File: src/rtl/jtb_pkg.sv
package jtb_pkg;
   // ***************************************************************
   // tap controller states
   // ***************************************************************
   typedef enum logic [3:0] {
      JTB_TLR, JTB_RTI, JTB_SEL_DR, JTB_CAP_DR, JTB_SH_DR, JTB_EX1_DR, JTB_PA_DR, JTB_EX2_DR, JTB_UPD_DR,
      JTB_SEL_IR, JTB_CAP_IR, JTB_SH_IR, JTB_EX1_IR, JTB_PA_IR, JTB_EX2_IR, JTB_UPD_IR
   } jtb_tap_state_t;

   // ***************************************************************
   // widths, codes and reset values
   // ***************************************************************
   localparam int          JTB_IR_W         = 4;
   localparam int          JTB_ID_W         = 32;
   localparam int          JTB_USER_W       = 8;
   localparam logic [3:0]  JTB_IR_BYPASS    = 4'hF;
   localparam logic [3:0]  JTB_IR_IDCODE    = 4'h1;
   localparam logic [3:0]  JTB_IR_USER      = 4'h2;
   localparam logic [3:0]  JTB_IR_CAPTURE   = 4'h1;
   localparam logic [31:0] JTB_ID_DEFAULT   = 32'h1234_5671; // arbitrary value
   localparam logic [1:0]  JTB_BUF_DEPTH    = 2'h2;
   // synchroniser reset: float request at its idle high level, all else low
   localparam logic [4:0]  JTB_SYNC_RESET   = 5'h10;
endpackage

File: src/rtl/jtb_word_if.sv
`timescale 1ns/10ps
interface jtb_word_if #(parameter int W = 8);
   logic         valid;
   logic         ready;
   logic [W-1:0] data;
   modport src (output valid, output data, input ready);
   modport snk (input valid, input data, output ready);
endinterface

File: src/rtl/jtb_word_buf.sv
`timescale 1ns/10ps
module jtb_word_buf #(
   parameter int W = 8
) (
   input  wire logic         clock_in,
   input  wire logic         resetn_in,
   jtb_word_if.snk           fill,
   output logic              valid_out,
   output logic [W-1:0]      data_out,
   input  wire logic         ready_in
);
   // ***************************************************************
   // two entries: head drives the output, tail holds the second word
   // ***************************************************************
   logic [W-1:0] tail_r;
   logic [1:0]   count_r;
   logic         push;
   logic         pop;

   assign fill.ready = (count_r != jtb_pkg::JTB_BUF_DEPTH);
   assign push       = fill.valid && fill.ready;
   assign pop        = valid_out && ready_in;

   always_ff @(posedge clock_in) begin
      if (!resetn_in) begin
         count_r   <= 2'h0;
         valid_out <= 1'b0;
         data_out  <= '0;
         tail_r    <= '0;
      end else begin
         if (push && !pop) begin
            if (count_r == 2'h0) data_out <= fill.data;
            else tail_r <= fill.data;
            count_r   <= count_r + 2'h1;
            valid_out <= 1'b1;
         end else if (pop && !push) begin
            data_out  <= tail_r;
            count_r   <= count_r - 2'h1;
            valid_out <= (count_r == jtb_pkg::JTB_BUF_DEPTH);
         end else if (push && pop) begin
            if (count_r == 2'h1) data_out <= fill.data;
            else begin
               data_out <= tail_r;
               tail_r   <= fill.data;
            end
         end
      end
   end
endmodule

File: src/rtl/jtb_test_port.sv
`timescale 1ns/10ps
// Function
// mode select sampled on each rising test clock edge steers the state machine.
// data input sampled on rising test clock shifts into the selected register.
// serial output shows selected register bit and changes only after falling test clock.
// serial output floats whenever no register is being shifted.
// output enable changes only after a falling test clock edge.
// test reset low forces reset state and floats the serial output.
// controller keeps test reset high whenever scan operation is wanted.
// controller holds test reset low until power is stable.
// float input low with test reset low floats every output pin.
// sixteen-state sequence; shift one bit per test clock between capture and update.
module jtb_test_port #(
   parameter logic [31:0] ID_CODE = jtb_pkg::JTB_ID_DEFAULT, // arbitrary value
   parameter int          USER_W  = jtb_pkg::JTB_USER_W
) (
   input  wire logic              clock_in,
   input  wire logic              resetn_in,
   input  wire logic              test_port_clock_in,
   input  wire logic              test_mode_select_in,
   input  wire logic              test_serial_data_in,
   input  wire logic              test_port_reset_n_in,
   input  wire logic              float_all_outputs_n_in,
   output logic                   test_serial_data_out,
   output logic                   test_serial_data_oe_out,
   output logic                   float_all_outputs_out,
   output logic                   word_valid_out,
   output logic [USER_W-1:0]      word_data_out,
   input  wire logic              word_ready_in
);
   // ***************************************************************
   // pin synchronisers and test clock edges
   // ***************************************************************
   logic [4:0]                    sync1_r;
   logic [4:0]                    sync2_r;
   logic                          tck_d_r;
   logic                          tck_s, tms_s, tdi_s, trst_s, hiz_s;
   logic                          tck_rise, tck_fall;

   always_ff @(posedge clock_in) begin
      if (!resetn_in) begin
         // a low float request here would pulse the pin float flag after reset
         sync1_r <= jtb_pkg::JTB_SYNC_RESET;
         sync2_r <= jtb_pkg::JTB_SYNC_RESET;
         tck_d_r <= 1'b0;
      end else begin
         sync1_r <= {float_all_outputs_n_in, test_port_reset_n_in, test_serial_data_in,
                     test_mode_select_in, test_port_clock_in};
         sync2_r <= sync1_r;
         tck_d_r <= sync2_r[0];
      end
   end

   assign {hiz_s, trst_s, tdi_s, tms_s, tck_s} = sync2_r;
   assign tck_rise = tck_s && !tck_d_r;
   assign tck_fall = !tck_s && tck_d_r;

   // ***************************************************************
   // tap state machine
   // ***************************************************************
   jtb_pkg::jtb_tap_state_t state_r, state_nxt;

   always_comb begin
      case (state_r)
         jtb_pkg::JTB_TLR:    state_nxt = tms_s ? jtb_pkg::JTB_TLR    : jtb_pkg::JTB_RTI;
         jtb_pkg::JTB_RTI:    state_nxt = tms_s ? jtb_pkg::JTB_SEL_DR : jtb_pkg::JTB_RTI;
         jtb_pkg::JTB_SEL_DR: state_nxt = tms_s ? jtb_pkg::JTB_SEL_IR : jtb_pkg::JTB_CAP_DR;
         jtb_pkg::JTB_CAP_DR: state_nxt = tms_s ? jtb_pkg::JTB_EX1_DR : jtb_pkg::JTB_SH_DR;
         jtb_pkg::JTB_SH_DR:  state_nxt = tms_s ? jtb_pkg::JTB_EX1_DR : jtb_pkg::JTB_SH_DR;
         jtb_pkg::JTB_EX1_DR: state_nxt = tms_s ? jtb_pkg::JTB_UPD_DR : jtb_pkg::JTB_PA_DR;
         jtb_pkg::JTB_PA_DR:  state_nxt = tms_s ? jtb_pkg::JTB_EX2_DR : jtb_pkg::JTB_PA_DR;
         jtb_pkg::JTB_EX2_DR: state_nxt = tms_s ? jtb_pkg::JTB_UPD_DR : jtb_pkg::JTB_SH_DR;
         jtb_pkg::JTB_UPD_DR: state_nxt = tms_s ? jtb_pkg::JTB_SEL_DR : jtb_pkg::JTB_RTI;
         jtb_pkg::JTB_SEL_IR: state_nxt = tms_s ? jtb_pkg::JTB_TLR    : jtb_pkg::JTB_CAP_IR;
         jtb_pkg::JTB_CAP_IR: state_nxt = tms_s ? jtb_pkg::JTB_EX1_IR : jtb_pkg::JTB_SH_IR;
         jtb_pkg::JTB_SH_IR:  state_nxt = tms_s ? jtb_pkg::JTB_EX1_IR : jtb_pkg::JTB_SH_IR;
         jtb_pkg::JTB_EX1_IR: state_nxt = tms_s ? jtb_pkg::JTB_UPD_IR : jtb_pkg::JTB_PA_IR;
         jtb_pkg::JTB_PA_IR:  state_nxt = tms_s ? jtb_pkg::JTB_EX2_IR : jtb_pkg::JTB_PA_IR;
         jtb_pkg::JTB_EX2_IR: state_nxt = tms_s ? jtb_pkg::JTB_UPD_IR : jtb_pkg::JTB_SH_IR;
         jtb_pkg::JTB_UPD_IR: state_nxt = tms_s ? jtb_pkg::JTB_SEL_DR : jtb_pkg::JTB_RTI;
         default:             state_nxt = jtb_pkg::JTB_TLR;
      endcase
   end

   always_ff @(posedge clock_in) begin
      if (!resetn_in || !trst_s) state_r <= jtb_pkg::JTB_TLR;
      else if (tck_rise) state_r <= state_nxt;
   end

   // ***************************************************************
   // instruction and data registers
   // ***************************************************************
   logic [jtb_pkg::JTB_IR_W-1:0]  ir_r, ir_sr;
   logic [jtb_pkg::JTB_ID_W-1:0]  id_sr;
   logic [USER_W-1:0]             user_sr;
   logic                          bypass_r;
   logic                          pending_r;
   logic [USER_W-1:0]             pend_word_r;
   jtb_word_if #(.W(USER_W))      word_if ();

   always_ff @(posedge clock_in) begin
      if (!resetn_in || state_r == jtb_pkg::JTB_TLR) begin
         ir_r  <= jtb_pkg::JTB_IR_IDCODE;
         ir_sr <= '0;
      end else if (tck_rise) begin
         case (state_r)
            jtb_pkg::JTB_CAP_IR: ir_sr <= jtb_pkg::JTB_IR_CAPTURE;
            jtb_pkg::JTB_SH_IR:  ir_sr <= {tdi_s, ir_sr[jtb_pkg::JTB_IR_W-1:1]};
            jtb_pkg::JTB_UPD_IR: ir_r  <= ir_sr;
            default: ;
         endcase
      end
   end

   always_ff @(posedge clock_in) begin
      if (!resetn_in) begin
         id_sr    <= '0;
         user_sr  <= '0;
         bypass_r <= 1'b0;
      end else if (tck_rise && state_r == jtb_pkg::JTB_CAP_DR) begin
         id_sr    <= ID_CODE;
         user_sr  <= USER_W'(pending_r);
         bypass_r <= 1'b0;
      end else if (tck_rise && state_r == jtb_pkg::JTB_SH_DR) begin
         case (ir_r)
            jtb_pkg::JTB_IR_IDCODE: id_sr   <= {tdi_s, id_sr[jtb_pkg::JTB_ID_W-1:1]};
            jtb_pkg::JTB_IR_USER:   user_sr <= {tdi_s, user_sr[USER_W-1:1]};
            default:                bypass_r <= tdi_s;
         endcase
      end
   end

   // update word waits here until the buffer takes it; capture shows it waiting
   always_ff @(posedge clock_in) begin
      if (!resetn_in) begin
         pending_r   <= 1'b0;
         pend_word_r <= '0;
      end else if (tck_rise && state_r == jtb_pkg::JTB_UPD_DR && ir_r == jtb_pkg::JTB_IR_USER) begin
         pending_r   <= 1'b1;
         pend_word_r <= user_sr;
      end else if (word_if.ready) begin
         pending_r   <= 1'b0;
      end
   end

   assign word_if.valid = pending_r;
   assign word_if.data  = pend_word_r;

   jtb_word_buf #(.W(USER_W)) u_buf (
      .clock_in  (clock_in),
      .resetn_in (resetn_in),
      .fill      (word_if),
      .valid_out (word_valid_out),
      .data_out  (word_data_out),
      .ready_in  (word_ready_in)
   );

   // ***************************************************************
   // serial output, enable and pin float
   // ***************************************************************
   logic shifting;
   logic sel_bit;

   assign shifting = (state_r == jtb_pkg::JTB_SH_DR) || (state_r == jtb_pkg::JTB_SH_IR);

   always_comb begin
      if (state_r == jtb_pkg::JTB_SH_IR) sel_bit = ir_sr[0];
      else if (ir_r == jtb_pkg::JTB_IR_IDCODE) sel_bit = id_sr[0];
      else if (ir_r == jtb_pkg::JTB_IR_USER) sel_bit = user_sr[0];
      else sel_bit = bypass_r;
   end

   always_ff @(posedge clock_in) begin
      if (!resetn_in) test_serial_data_out <= 1'b0;
      else if (tck_fall) test_serial_data_out <= sel_bit;
   end

   always_ff @(posedge clock_in) begin
      if (!resetn_in || !trst_s) test_serial_data_oe_out <= 1'b0;
      else if (tck_fall) test_serial_data_oe_out <= shifting;
   end

   always_ff @(posedge clock_in) begin
      if (!resetn_in) float_all_outputs_out <= 1'b0;
      else float_all_outputs_out <= !hiz_s && !trst_s;
   end
endmodule

File: config.mk
export PLATFORM = sky130hd
export DESIGN_NAME = jtb_test_port
export DESIGN_NICKNAME = d
export VERILOG_FILES = /design/src/rtl/jtb_pkg.sv /design/src/rtl/jtb_word_if.sv /design/src/rtl/jtb_word_buf.sv /design/src/rtl/jtb_test_port.sv
export SDC_FILE = /design/constraint.sdc
export NUM_CORES = 1
export LEC_CHECK = 0
export CAP_MARGIN = 30
export CORE_MARGIN = 1.5
export CORE_UTILIZATION = 65
export CTS_CLUSTER_SIZE = 28
export DETAILED_ROUTE_END_ITERATION = 8
export DONT_BUFFER_PORTS = 1
export HOLD_SLACK_MARGIN = 0.02
export PLACE_DENSITY_LB_ADDON = 0.1
export SLEW_MARGIN = 20
export SYNTH_ARGS = -nofsm -noshare
export SYNTH_HDL_FRONTEND = slang
export SYNTH_SLANG_ARGS = --single-unit
File: constraint.sdc
create_clock -name clock_in -period 5.35 [get_ports clock_in]
set_input_delay 0.2675 -clock clock_in [delete_from_list [all_inputs] [get_ports clock_in]]
set_output_delay 0.2675 -clock clock_in [all_outputs]
set_load 0.01 [all_outputs]
# Word-level counts from Yosys, hierarchy flattened
# Cells that the tools add are included.
classes:
  addsub: 2
  n_eq_ne: 24
  mux: 39
  bitwise: 2
  reduce_logical: 46
ops:
  columns: ["operator", "count"]
  rows:
  - ["2-to-1 mux 29 bit", 3]
  - ["2-to-1 mux 8 bit", 10]
  - ["case mux 4 bit (12 select lines)", 1]
  - ["== test 4 bit, second input constant", 8]
  - ["== test 4 x 3 -> 1 bit, second input constant", 4]
  - ["2-to-1 mux 4 bit", 4]
  - ["AND reduction 2 bit", 8]
  - ["nonzero test 2 bit", 7]
  - ["2-to-1 mux 1 bit", 13]
  - ["== test 4 x 2 -> 1 bit, second input constant", 3]
  - ["logical AND 1 bit", 12]
  - ["2-to-1 mux 2 bit", 5]
  - ["== test 4 x 1 -> 1 bit, second input constant", 2]
  - ["case mux 4 bit (2 select lines)", 1]
  - ["OR reduction 2 bit", 4]
  - ["logical NOT 1 bit", 7]
  - ["2-to-1 mux 3 bit", 2]
  - ["!= test 2 bit, second input constant", 3]
  - ["logical NOT 4 bit", 1]
  - ["!= test 2 x 1 -> 1 bit, second input constant", 2]
  - ["AND reduction 4 bit", 1]
  - ["logical OR 1 bit", 3]
  - ["nonzero test 3 bit", 1]
  - ["OR reduction 3 bit", 1]
  - ["other kinds (6)", 7]
word_totals:
  regBits: 95
  inputBits: 8
  output_inout_bits: 12
  wordCells: 133

# Logic depth before layout (Yosys ltp)
# Gate-level depths: netlist (run 1).
depth:
  ltp_word: 6
  depth_mapped: 11
  ltp_nobuf: 9

# Modules after synthesis
# Synthesis (run 1) repeated with hierarchy kept, for this count alone.
unflattened:
  hier_cells: 441
  area_unflattened_um2: 4002.6
modules_own_cells:
  columns: ["module", "instances", "cells_per_inst", "area_per_inst_um2", "seq_area_each_um2"]
  rows:
  - ["jtb_test_port", 1, 340, 3099.2, 1521.5]
  - ["jtb_word_buf", 1, 101, 903.4, 380.4]

# Least setup slack after synthesis (run 1)
# No wires, ideal clock.
synth_timing:
  path_kind: "reg2reg"
  from: "reg u_buf.count_r[0]"
  to: "reg u_buf.tail_r[0]"
  setup_time_ns: 0.128
  t_arrival_ns: 1.955
  t_required_ns: 5.222
  setup_slack_ns: 3.267
  stages_incl_launch_ff: 11
  path_buffers: 1
  period_less_slack_ns: 2.083
  path_cell_list: "dfxtp_1 -> inv_1 -> ha_1 -> nand2b_1 -> inv_1 -> ha_1 -> buf_2 -> or4b_4 -> o21ai_4 -> mux2i_1 -> nor2_1"
synth_via:
  elab_chain_cells: 6
  elab_cells_between_ends: 14
  cone_classes: "eq/ne: 5; mux: 1; reduce/logical: 8"
synth_lines:
  columns: ["element", "line", "rtl"]
  rows:
  - ["start, declared", "jtb_word_buf.sv:16", "logic [1:0] count_r;"]
  - ["start signal, assigned", "jtb_word_buf.sv:34", "count_r <= count_r + 2'h1;"]
  - ["start signal, assigned", "jtb_word_buf.sv:38", "count_r <= count_r - 2'h1;"]
  - ["!= test 2 bit", "jtb_word_buf.sv:20", "assign fill.ready = (count_r != jtb_pkg::JTB_BUF_DEPTH);"]
  - ["logical AND 1 bit", "jtb_word_buf.sv:21", "assign push = fill.valid && fill.ready;"]
  - ["logical NOT 1 bit", "jtb_word_buf.sv:36", "end else if (pop && !push) begin"]
  - ["logical AND 1 bit", "jtb_word_buf.sv:36", null]
  - ["!= test 2 x 1 -> 1 bit (no source line)", null, null]
  - ["AND reduction 4 bit (no source line)", null, null]
  - ["end signal, assigned", "jtb_word_buf.sv:33", "else tail_r <= fill.data;"]
  - ["end signal, assigned", "jtb_word_buf.sv:44", "tail_r <= fill.data;"]
  - ["end, declared", "jtb_word_buf.sv:15", "logic [W-1:0] tail_r;"]
# Parallel ways exist; a longest one is shown, timed or not.
# A chain may end at the register's enable or synchronous reset.

# Worst setup path after layout (run 1)
layout_timing:
  from: "reg sync2_r[0]"
  to: "reg id_sr[26] (netlist bit)"
layout_via:
  elab_chain_cells: 3
  elab_cells_between_ends: 5
  cone_classes: "reduce/logical: 5"
layout_lines:
  columns: ["element", "line", "rtl"]
  rows:
  - ["start, declared", "jtb_test_port.sv:35", "logic [4:0] sync2_r;"]
  - ["start signal, assigned", "jtb_test_port.sv:44", "sync2_r <= jtb_pkg::JTB_SYNC_RESET;"]
  - ["start signal, assigned", "jtb_test_port.sv:49", "sync2_r <= sync1_r;"]
  - ["logical AND 1 bit (*)", "jtb_test_port.sv:55", "assign tck_rise = tck_s && !tck_d_r;"]
  - ["logical AND 1 bit, on equally long branches", "jtb_test_port.sv:124, jtb_test_port.sv:120", null]
  - ["AND reduction 2 bit (no source line) or OR reduction 2 bit (tied branches)", null, null]
  - ["end signal, assigned", "jtb_test_port.sv:126", "jtb_pkg::JTB_IR_IDCODE: id_sr <= {tdi_s, id_sr[jtb_pkg::JTB_ID_W-1:1]};"]
  - ["end, declared", "jtb_test_port.sv:94", "logic [jtb_pkg::JTB_ID_W-1:0] id_sr;"]
# Every way passes the cells marked *; elsewhere a longest branch is shown, timed or not.

==> results.md, run 1 <==
- Status: finished, final reports clean
- Row count: 27
- CP endpoint kind: flop
- Commonest non-fill, non-tap cells in the layout: dfxtp_1, nand2_1, nor2_1, a21oi_1, mux2i_1
- Netlist cell types: 45
- Gpl congestion: 0.826
- Layout Nets: 438
- Initial core utilization: 68.7%
- Top cells by area, synth: dfxtp_1, mux2i_1, nand2_1, a21oi_1, nor2_1
- DP Wirelength: 4.46 mm
- Buf/Inv on CP: 0
- RSZ-0062 raised after global routing: no
- Final TNS setup: 0 ns
- Number of global-route vias before repair: 2,551
- Clock Latency Late Sink: 0.36 ns
- Async SR Flop Fraction: 0%
- DR vias: 2,820
- CTS root buf: clkbuf_8
- Final Cell Area: 0.00408 mm2
- Fmax: 340 MHz
- Placed cell area: 0.00383 mm2
- Peak VDD IR: 0.182 mV
- Power per cell area: 293 mW/mm2
- CTS buffer count: 9
- Slowest CP cell: nand2_1
- Syn-to-layout area delta: 5.84%
- First-pass GRT wire length: 11.6 mm
- Post-Syn Nets: 445
- DP Cell Count: 479
- Synth Flop Type: dfxtp_1
- #FFs+latches synth: 95
- Reg clk slew, reported paths: 0.09 ns
- EDFF count, synth: 0
- Core outline area: 0.00561 mm2
- DIE WIDTH: 80 um
- I/O pin count: 20
- Clock Skews: 0.00980 ns
- Largest net degree at the start of global routing: 29
- GRT Util Overall: 23.4%
- Syn avg cell area: 8.94 um2
- Max-cap violations: 0
- Post-synth top area share: 49.4%
- DRT Pass-1 Iters: 4
- DR vias/cell: 5.64
- Critical path data required time: 5.56 ns
- Tightest Hold Check Type: input port to flop
- Synth Instances: 431
- Die extent in y: 80 um
- Layout cells sized above 1: 5.14%
- Crit path launch type: flop
- Post-route ant nets: 0
- Wire length per cell: 13.8 um
- Leak: 1.51 nW
- Deepest clock path buffer count: 2
- Final setup fails: 0
- H-tree Lvls: 3
- Clk sink count: 95
- Crit-path leading delay family: simple AND/OR/NAND/NOR gates
- FILL cells: 434
- Layout Cells excl Fill: 500
- Worst rel slew slack: 38.8%
- DIE AREA: 0.00640 mm2
- Post-CTS resize count: 0
- Syn Std Cell Area: 0.00385 mm2
- Final hold violation count: 0
- Crit path max fanout: 27
- Tot Pwr: 1.20 mW
- Initial antenna violation count: 0
- Yosys warning count: 0
- Pins Over Slew Limit: 0
- Antenna diodes: 0
- Worst path arrival time: 3.14 ns
- Iter 0 DRT Violations: 121
- Total gr overflow: 0
- Final wirelength: 6.90 mm
- Slew of the pin with the lowest slew margin: 0.911 ns
- Worst path cell trace: nor2b_1 -> nand4_1 -> nand2_1 -> a21oi_1
- CTS tree: yes
- CP max stage delay: 0.94 ns
- Core Util, Final: 72.7%
- Minimum clock period: 2.94 ns
- IO buf count: 0
- Drt drc: 0
- Seq/Total Area, Yosys: 49.4%
- Synth area leader: dfxtp_1
- Most common cell after layout, fill and taps aside: dfxtp_1
- Critical setup path kind: flop to flop
- Fin crit share: 54.9%
-- stage by stage --
stage	hold WS [ns]	worst slack (ns)
floorplan	0.367	3.27
global placement	0.345	2.50
detailed placement	0.349	2.34
CTS	0.0205	2.36
global route	0.0213	2.01
finish	0.0271	2.41
-- routing by layer --
layer  GRT usage (%)  vias up  routed length, um
li1                -     1456                  -
met1            28.9     1318               3380
met2            38.8       39               3220
met3            6.06        7                230
met4            8.79        0                 65
met5               0        -                  0
-- synth_stat cells (2+ instances only) --
cell type and number:
buf_2 7, nand2_1 79, nor2_1 45, buf_8 2
clkbuf_1 12, nand3_1 3, a31oi_1 15, nor2b_1 4
buf_6 2, nand2b_1 5, a211oi_1 11, o2bb2ai_1 2
nand4_1 3, a21oi_1 34, nor4_1 2, and2_1 9
nor3_1 9, o21ai_0 10, buf_4 4, mux2i_1 34
inv_1 10, xnor2_1 3, o31ai_1 2, a32oi_1 2
nor4b_1 2, dfxtp_1 95, xor2_1 2, ha_1 6
-- what timing repair did --
action / 4_1_cts / 5_1_grt
hold endpoints to repair: 4 / 3
buffers inserted: 0 / 0
hold buffers: 3 / 2
-- report_power, final --
group          switching (mW)  leakage [nW]  total [mW]  internal, mW
clock network           0.243        0.0904       0.460         0.217
registers             0.00277         0.767       0.713         0.710
logic                  0.0142         0.655      0.0231       0.00892
total                   0.260          1.51        1.20         0.937
-- layout make-up --
type                            count  area [um2]  share of cell area (%)
Tap cell                           72        90.1                    2.21
Clock inverter                      4        55.1                    1.35
Clock buffer                       11         131                    3.22
Multi-Input combinational cell    298        1750                    42.9
Inverter                           11        41.3                    1.01
Timing Repair Buffer                9         111                    2.73
Sequential cell                    95        1900                    46.6
-- path summary, 6_finish.rpt --
check                            start  slack, ns               endpoint  cells after the start
hold / removal    test_port_reset_n_in       0.03             sync1_r[3]                      1
setup reg to reg            sync2_r[0]       2.41              id_sr[26]                      4
setup / recovery            sync2_r[0]       2.41              id_sr[26]                      4
hold reg to reg             sync2_r[4]       0.41  float_all_outputs_out                      1
-- registers in the layout, summed over array words and instances (netlist names) --
name,count
u_buf.count_r,2
u_buf.valid_out,1
user_sr,8
float_all_outputs_out,1
state_r,4
sync2_r,5
sync1_r,5
id_sr,32
u_buf.tail_r,8
tck_d_r,1
test_serial_data_oe_out,1
pend_word_r,8
test_serial_data_out,1
ir_r,4
ir_sr,4
u_buf.data_out,8
pending_r,1
bypass_r,1
-- kinds of logic (layout without fill, tap and decap cells) --
family	Yosys count	in the layout	synth area share [%]
adders and majority gates	6	6	1.95
AOI/OAI and AO/OA	83	83	13.2
muxes	34	34	8.83
xor gates and xnor gates	5	5	1.14
DFF	95	95	49.4
buffers and inverters	38	35	5.29
and+or+nand+nor	170	170	20.2
(Power assumes the default switching activity.)
==> run 2: changes to the inputs <==
--- a/config.mk
+++ b/config.mk
@@ -7,7 +7,7 @@
 export LEC_CHECK = 0
 export CAP_MARGIN = 30
 export CORE_MARGIN = 1.5
-export CORE_UTILIZATION = 65
+export CORE_UTILIZATION = 56
 export CTS_CLUSTER_SIZE = 28
 export DETAILED_ROUTE_END_ITERATION = 8
 export DONT_BUFFER_PORTS = 1
==> constraint.sdc (replaced) <==
create_clock -name clock_in -period 2.46 [get_ports clock_in]
set_input_delay 0.123 -clock clock_in [delete_from_list [all_inputs] [get_ports clock_in]]
set_output_delay 0.123 -clock clock_in [all_outputs]
set_load 0.01 [all_outputs]
==> results.md, run 2 (synthesis results as in run 1) <==
- Hold Path Cell Cnt: 3 (was 1)
- Power per cell area: 631 mW/mm2 (was 293 mW/mm2)
- Worst path cell trace: inv_1 -> ha_1 -> nand2b_1 -> inv_1 -> ha_1 -> or4b_4 -> o21ai_4 -> mux2i_1 -> nor2_1 (was nor2b_1 -> nand4_1 -> nand2_1 -> a21oi_1)
- Leak: 1.54 nW (was 1.51 nW)
- Antenna diodes: 0 (unchanged)
- Deepest clock path buffer count: 2 (unchanged)
- Met3 Use GR: 4.33% (was 6.06%)
- Minimum clock period: 2.24 ns (was 2.94 ns)
- Post-CTS resize count: 0 (unchanged)
- Number of global-route vias before repair: 2,462 (was 2,551)
- Syn-to-layout area delta: 7.08% (was 5.84%)
- CP max stage delay: 0.56 ns (was 0.94 ns)
- Clk sink count: 95 (unchanged)
- Max-cap violations: 0 (unchanged)
- Final Cell Area: 0.00413 mm2 (was 0.00408 mm2)
- Pins Over Slew Limit: 0 (unchanged)
- Layout Nets: 446 (was 438)
- Drt drc: 0 (unchanged)
- Slew of the pin with the lowest slew margin: 0.699 ns (was 0.911 ns)
- Worst Reg2Reg Path Length in Cells: 9 (was 4)
- Sequential Power Share: 59.5% (was 59.6%)
- Worst rel slew slack: 53.1% (was 38.8%)
- CP endpoint kind: flop (unchanged)
- Reg clk slew, reported paths: 0.09 ns (about the same)
- DIE AREA: 0.00739 mm2 (was 0.00640 mm2)
- I/O pin count: 20 (unchanged)
- Placement Setup Slack: 0.212 ns (was 2.34 ns)
- Crit path max fanout: 8 (was 27)
- Core outline area: 0.00672 mm2 (was 0.00561 mm2)
- Status: finished, final reports clean (unchanged)
- Row count: 30 (was 27)
- DRT Pass-1 Iters: 4 (unchanged)
- Combinational cell fraction of total power: 2.0% (was 1.9%)
- GRT Max-Usage Layer: met2 (unchanged)
- Largest net degree at the start of global routing: 33 (was 29)
- Initial core utilization: 57.4% (was 68.7%)
- Most flop-heavy register: id_sr (unchanged)
- DR vias: 2,799 (was 2,820)
- Final TNS setup: 0 ns (unchanged)
- First-pass GRT wire length: 11.2 mm (was 11.6 mm)
- Total gr overflow: 0 (unchanged)
- H-tree Lvls: 3 (unchanged)
- Commonest non-fill, non-tap cells in the layout: dfxtp_1, nand2_1, nor2_1, a21oi_1, mux2i_1 (unchanged)
- Critical setup path kind: flop to flop (unchanged)
- CTS root buf: clkbuf_8 (unchanged)
- Wire length per cell: 13.0 um (was 13.8 um)
- Initial antenna violation count: 0 (unchanged)
- RSZ-0062 raised after global routing: no (unchanged)
- Slowest CP cell: or4b_4 (was nand2_1)
- Crit path launch type: flop (unchanged)
- Critical path data required time: 2.72 ns (was 5.56 ns)
- Clock Skews: 0.0115 ns (was 0.00980 ns)
- Clock Power Share: 38.5% (about the same)
- Iter 0 DRT Violations: 111 (was 121)
- Sw Pwr: 0.568 mW (was 0.260 mW)
- Layout Cells excl Fill: 516 (was 500)
- Gpl congestion: 0.833 (was 0.826)
- CTS tree: yes (unchanged)
- Fmax: 447 MHz (was 340 MHz)
- Switching Fraction: 21.8% (was 21.7%)
- Final wirelength: 6.72 mm (was 6.90 mm)
- DR vias/cell: 5.42 (was 5.64)
- CTS buffer count: 9 (unchanged)
- Tightest Hold Check Type: input port to flop (unchanged)
- IO buf count: 0 (unchanged)
- Peak VDD IR: 0.442 mV (was 0.182 mV)
- Hold Buf Count CTS: 6 (was 3)
- Int Power: 2.04 mW (was 0.937 mW)
- DIE WIDTH: 86.0 um (was 80 um)
- Max reg flops: 32 (unchanged)
- Layout cells sized above 1: 7.11% (was 5.14%)
- Placed cell area: 0.00387 mm2 (was 0.00383 mm2)
- Routing usage on met2: 31.5% (was 38.8%)
- DP Wirelength: 4.27 mm (was 4.46 mm)
- DP Cell Count: 495 (was 479)
- Final setup fails: 0 (unchanged)
- Most common cell after layout, fill and taps aside: dfxtp_1 (unchanged)
- Fin crit share: 91.0% (was 54.9%)
- Final WS setup: 0.222 ns (was 2.41 ns)
- Worst path arrival time: 2.50 ns (was 3.14 ns)
- Die extent in y: 86.0 um (was 80 um)
- Post-CTS setup buffers: 0 (unchanged)
- Met1 Usage GRT: 24.8% (was 28.9%)
- GRT Util Overall: 19.2% (was 23.4%)
- Final hold violation count: 0 (unchanged)
- Clock Latency Late Sink: 0.36 ns (about the same)
- Post-route ant nets: 0 (unchanged)
## run 2: power by group through the flow
stage          Combinational (mW)  Sequential, mW  Clock, mW
2_1_floorplan              0.0372            1.58          0
3_3_place_gp               0.0417            1.59          0
3_5_place_dp               0.0417            1.59          0
4_1_cts                    0.0518            1.55       1.04
5_1_grt                    0.0573            1.55       1.10
6_report                   0.0510            1.55       1.00
## run 2: layout make-up
type / count / area, um2
fillers: 596 / 2590
well taps: 80 / 100
clock inverters: 6 / 68.8
inverters: 11 / 41.3
multi-input cells: 298 / 1750
flip-flops and latches: 95 / 1900
clock buffers: 9 / 124
repair buffers: 17 / 143
## run 2: stage by stage
stage	hold WS, ns	power, mW	util [%]
floorplan	0.224	1.62	-
global placement	0.199	1.63	57.7
detailed placement	0.201	1.63	57.7
CTS	0.0240	2.65	61.4
global route	0.0365	2.71	61.4
finish	0.0490	2.60	61.4
## run 2: metal layers
metal,up-vias,part of all wire (%)
li1,1474,-
met1,1272,49
met5,-,0
met4,0,1.3
met2,44,47
met3,9,3.1
## run 2: path summary, 6_finish.rpt
| kind | from | end | slack [ns] |
|---|---|---|---|
| worst max-delay path | u_buf.count_r[0] | u_buf.tail_r[3] | 0.22 |
| worst min-delay path | resetn_in | ir_r[3] | 0.05 |
| worst max register to register | u_buf.count_r[0] | u_buf.tail_r[3] | 0.22 |
| worst min register to register | sync2_r[4] | float_all_outputs_out | 0.39 |
## run 2: worst max-delay path, delay by kind of cell (launching register included)
kind	cells	cell delay, ns
compound gates	1	0.16
fa+ha+maj	2	0.47
buf+inv	2	0.16
flops	1	0.34
mux	1	0.23
simple gates	3	0.78
==> run 3: changes to the inputs <==
--- a/config.mk
+++ b/config.mk
@@ -12,7 +12,7 @@
 export DETAILED_ROUTE_END_ITERATION = 8
 export DONT_BUFFER_PORTS = 1
 export HOLD_SLACK_MARGIN = 0.02
-export PLACE_DENSITY_LB_ADDON = 0.1
+export PLACE_DENSITY = 0.73
 export SLEW_MARGIN = 20
 export SYNTH_ARGS = -nofsm -noshare
 export SYNTH_HDL_FRONTEND = slang
==> results.md, run 3 (synthesis results as in run 1) <==
- Final Cell Area: 0.00410 mm2 (was 0.00413 mm2)
- Crit-path leading delay family: simple AND/OR/NAND/NOR gates (unchanged)
- GRT Util Overall: 19.6% (was 19.2%)
- Antenna diodes: 0 (unchanged)
- First-pass GRT wire length: 11.6 mm (was 11.2 mm)
- Minimum clock period: 2.20 ns (was 2.24 ns)
- Total gr overflow: 0 (unchanged)
- Max-cap violations: 0 (unchanged)
- Die extent in y: 86.0 um (unchanged)
- Critical path data required time: 2.70 ns (was 2.72 ns)
- Placement Setup Slack: 0.272 ns (was 0.212 ns)
- Reg clk slew, reported paths: 0.09 ns (about the same)
- Status: finished, final reports clean (unchanged)
- Gpl congestion: 0.828 (was 0.833)
- Multi-input logic area: 0.00175 mm2 (unchanged)
- H-tree Lvls: 3 (unchanged)
- Leak: 1.52 nW (was 1.54 nW)
- RSZ-0062 raised after global routing: no (unchanged)
- Syn-to-layout area delta: 6.30% (was 7.08%)
- Slowest CP cell: or4b_4 (unchanged)
- Pins Over Slew Limit: 0 (unchanged)
- Core Util, Final: 61.0% (was 61.4%)
- Crit path launch type: flop (unchanged)
- Clock Skews: 0.00857 ns (was 0.0115 ns)
- Final hold violation count: 0 (unchanged)
- Wire length per cell: 13.0 um (about the same)
- Most flop-heavy register: id_sr (unchanged)
- DIE AREA: 0.00739 mm2 (unchanged)
- CP endpoint kind: flop (unchanged)
- Number of global-route vias before repair: 2,501 (was 2,462)
- I/O pin count: 20 (unchanged)
- Fin crit share: 89.5% (was 91.0%)
- Slew of the pin with the lowest slew margin: 0.607 ns (was 0.699 ns)
- DR vias/cell: 5.50 (was 5.42)
- Buf/Inv on CP: 2 (unchanged)
- Crit path max fanout: 8 (unchanged)
- Worst path cell trace: inv_1 -> ha_1 -> nand2b_1 -> inv_1 -> ha_1 -> or4b_4 -> o21ai_4 -> mux2i_1 -> nor2_1 (unchanged)
- Commonest non-fill, non-tap cells in the layout: dfxtp_1, nand2_1, nor2_1, a21oi_1, mux2i_1 (unchanged)
- Final setup fails: 0 (unchanged)
- FILL cells: 570 (was 596)
- Layout Cells excl Fill: 515 (was 516)
- Core outline area: 0.00672 mm2 (unchanged)
- Layout Nets: 444 (was 446)
- Final WS setup: 0.259 ns (was 0.222 ns)
- Tightest Hold Check Type: input port to flop (unchanged)
- Power per cell area: 618 mW/mm2 (was 631 mW/mm2)
- Fmax: 454 MHz (was 447 MHz)
- Layout cells sized above 1: 6.90% (was 7.11%)
- Deepest clock path buffer count: 2 (unchanged)
- DP Wirelength: 4.28 mm (was 4.27 mm)
- Row count: 30 (unchanged)
- CTS tree: yes (unchanged)
- Final TNS setup: 0 ns (unchanged)
- CP max stage delay: 0.56 ns (about the same)
- Drt drc: 0 (unchanged)
- CTS buffer count: 9 (unchanged)
- Initial core utilization: 57.4% (unchanged)
- Worst path arrival time: 2.44 ns (was 2.50 ns)
- DR vias: 2,830 (was 2,799)
- IO buf count: 0 (unchanged)
- Most common cell after layout, fill and taps aside: dfxtp_1 (unchanged)
- Peak VDD IR: 0.378 mV (was 0.442 mV)
- DIE WIDTH: 86.0 um (unchanged)
- Critical setup path kind: flop to flop (unchanged)
- Worst rel slew slack: 59.5% (was 53.1%)
- Max reg flops: 32 (unchanged)
- Placed cell area: 0.00386 mm2 (was 0.00387 mm2)
- Clk sink count: 95 (unchanged)
- Post-route ant nets: 0 (unchanged)
- Register area: 0.00190 mm2 (unchanged)
- Iter 0 DRT Violations: 158 (was 111)
- Clock Latency Late Sink: 0.36 ns (about the same)
- DRT Pass-1 Iters: 4 (unchanged)
- DP Cell Count: 493 (was 495)
- CTS root buf: clkbuf_8 (unchanged)
- Final wirelength: 6.72 mm (about the same)
- Largest net degree at the start of global routing: 36 (was 33)
- Initial antenna violation count: 0 (unchanged)
==> run 3: changes by cell type in the layout (fill, tap and decap cells not counted) <==
cell	delta
buf_4	-2
bufinv_16	-1
clkinv_2	+1
clkinv_4	-1
clkinvlp_4	+1
inv_8	+1
==> run 3: layer usage <==
metal	GRT usage [%]	part of all wire [%]	up-vias	wire length, um
met4	8.21	1.0	0	70
li1	-	-	1469	-
met3	4.23	4.1	7	273
met5	0	0	-	0
met2	30.9	47	47	3130
met1	26.1	48	1307	3250
==> run 3: cell type report <==
type | count | area share, %
Inverter | 11 | 1.01
Sequential cell | 95 | 46.4
Clock buffer | 9 | 3.02
Multi-Input combinational cell | 298 | 42.7
Timing Repair Buffer | 15 | 3.12
Clock inverter | 7 | 1.31
Tap cell | 80 | 2.44
==> run 3: path summary, 6_finish.rpt <==
path / start / end / slack, ns / cells past startpoint
worst min-delay path: resetn_in / ir_sr[3] / 0.05 / 3
worst max register to register: u_buf.count_r[0] / u_buf.tail_r[0] / 0.26 / 9
worst max-delay path: u_buf.count_r[0] / u_buf.tail_r[0] / 0.26 / 9
worst min register to register: sync2_r[4] / float_all_outputs_out / 0.41 / 1
==> run 3: stage by stage <==
stage,total power [mW],hold slack [ns]
3_5_place_dp,1.63,0.210
4_1_cts,2.56,0.0330
3_3_place_gp,1.63,0.203
6_report,2.53,0.0491
5_1_grt,2.62,0.0509
2_1_floorplan,1.62,0.224
==> run 3: report_power, final <==
group	leakage (nW)	switching, mW	internal [mW]
combinational	0.669	0.0323	0.0188
sequential	0.767	0.00576	1.54
clock	0.0879	0.554	0.378
==> run 3: tightest hold or removal path, cell delays in order <==
cell	delay [ns]
o31ai_1	0.05
buf_4	0.15
nor2_1	0.05
==> run 3: what timing repair did <==
item / 4_1_cts / 5_1_grt
resized for setup: 0 / 0
endpoints found under the setup margin: 0 / 0
endpoints found under the hold margin: 20 / 0
setup buffers: 0 / 0
hold buffers: 6 / 0
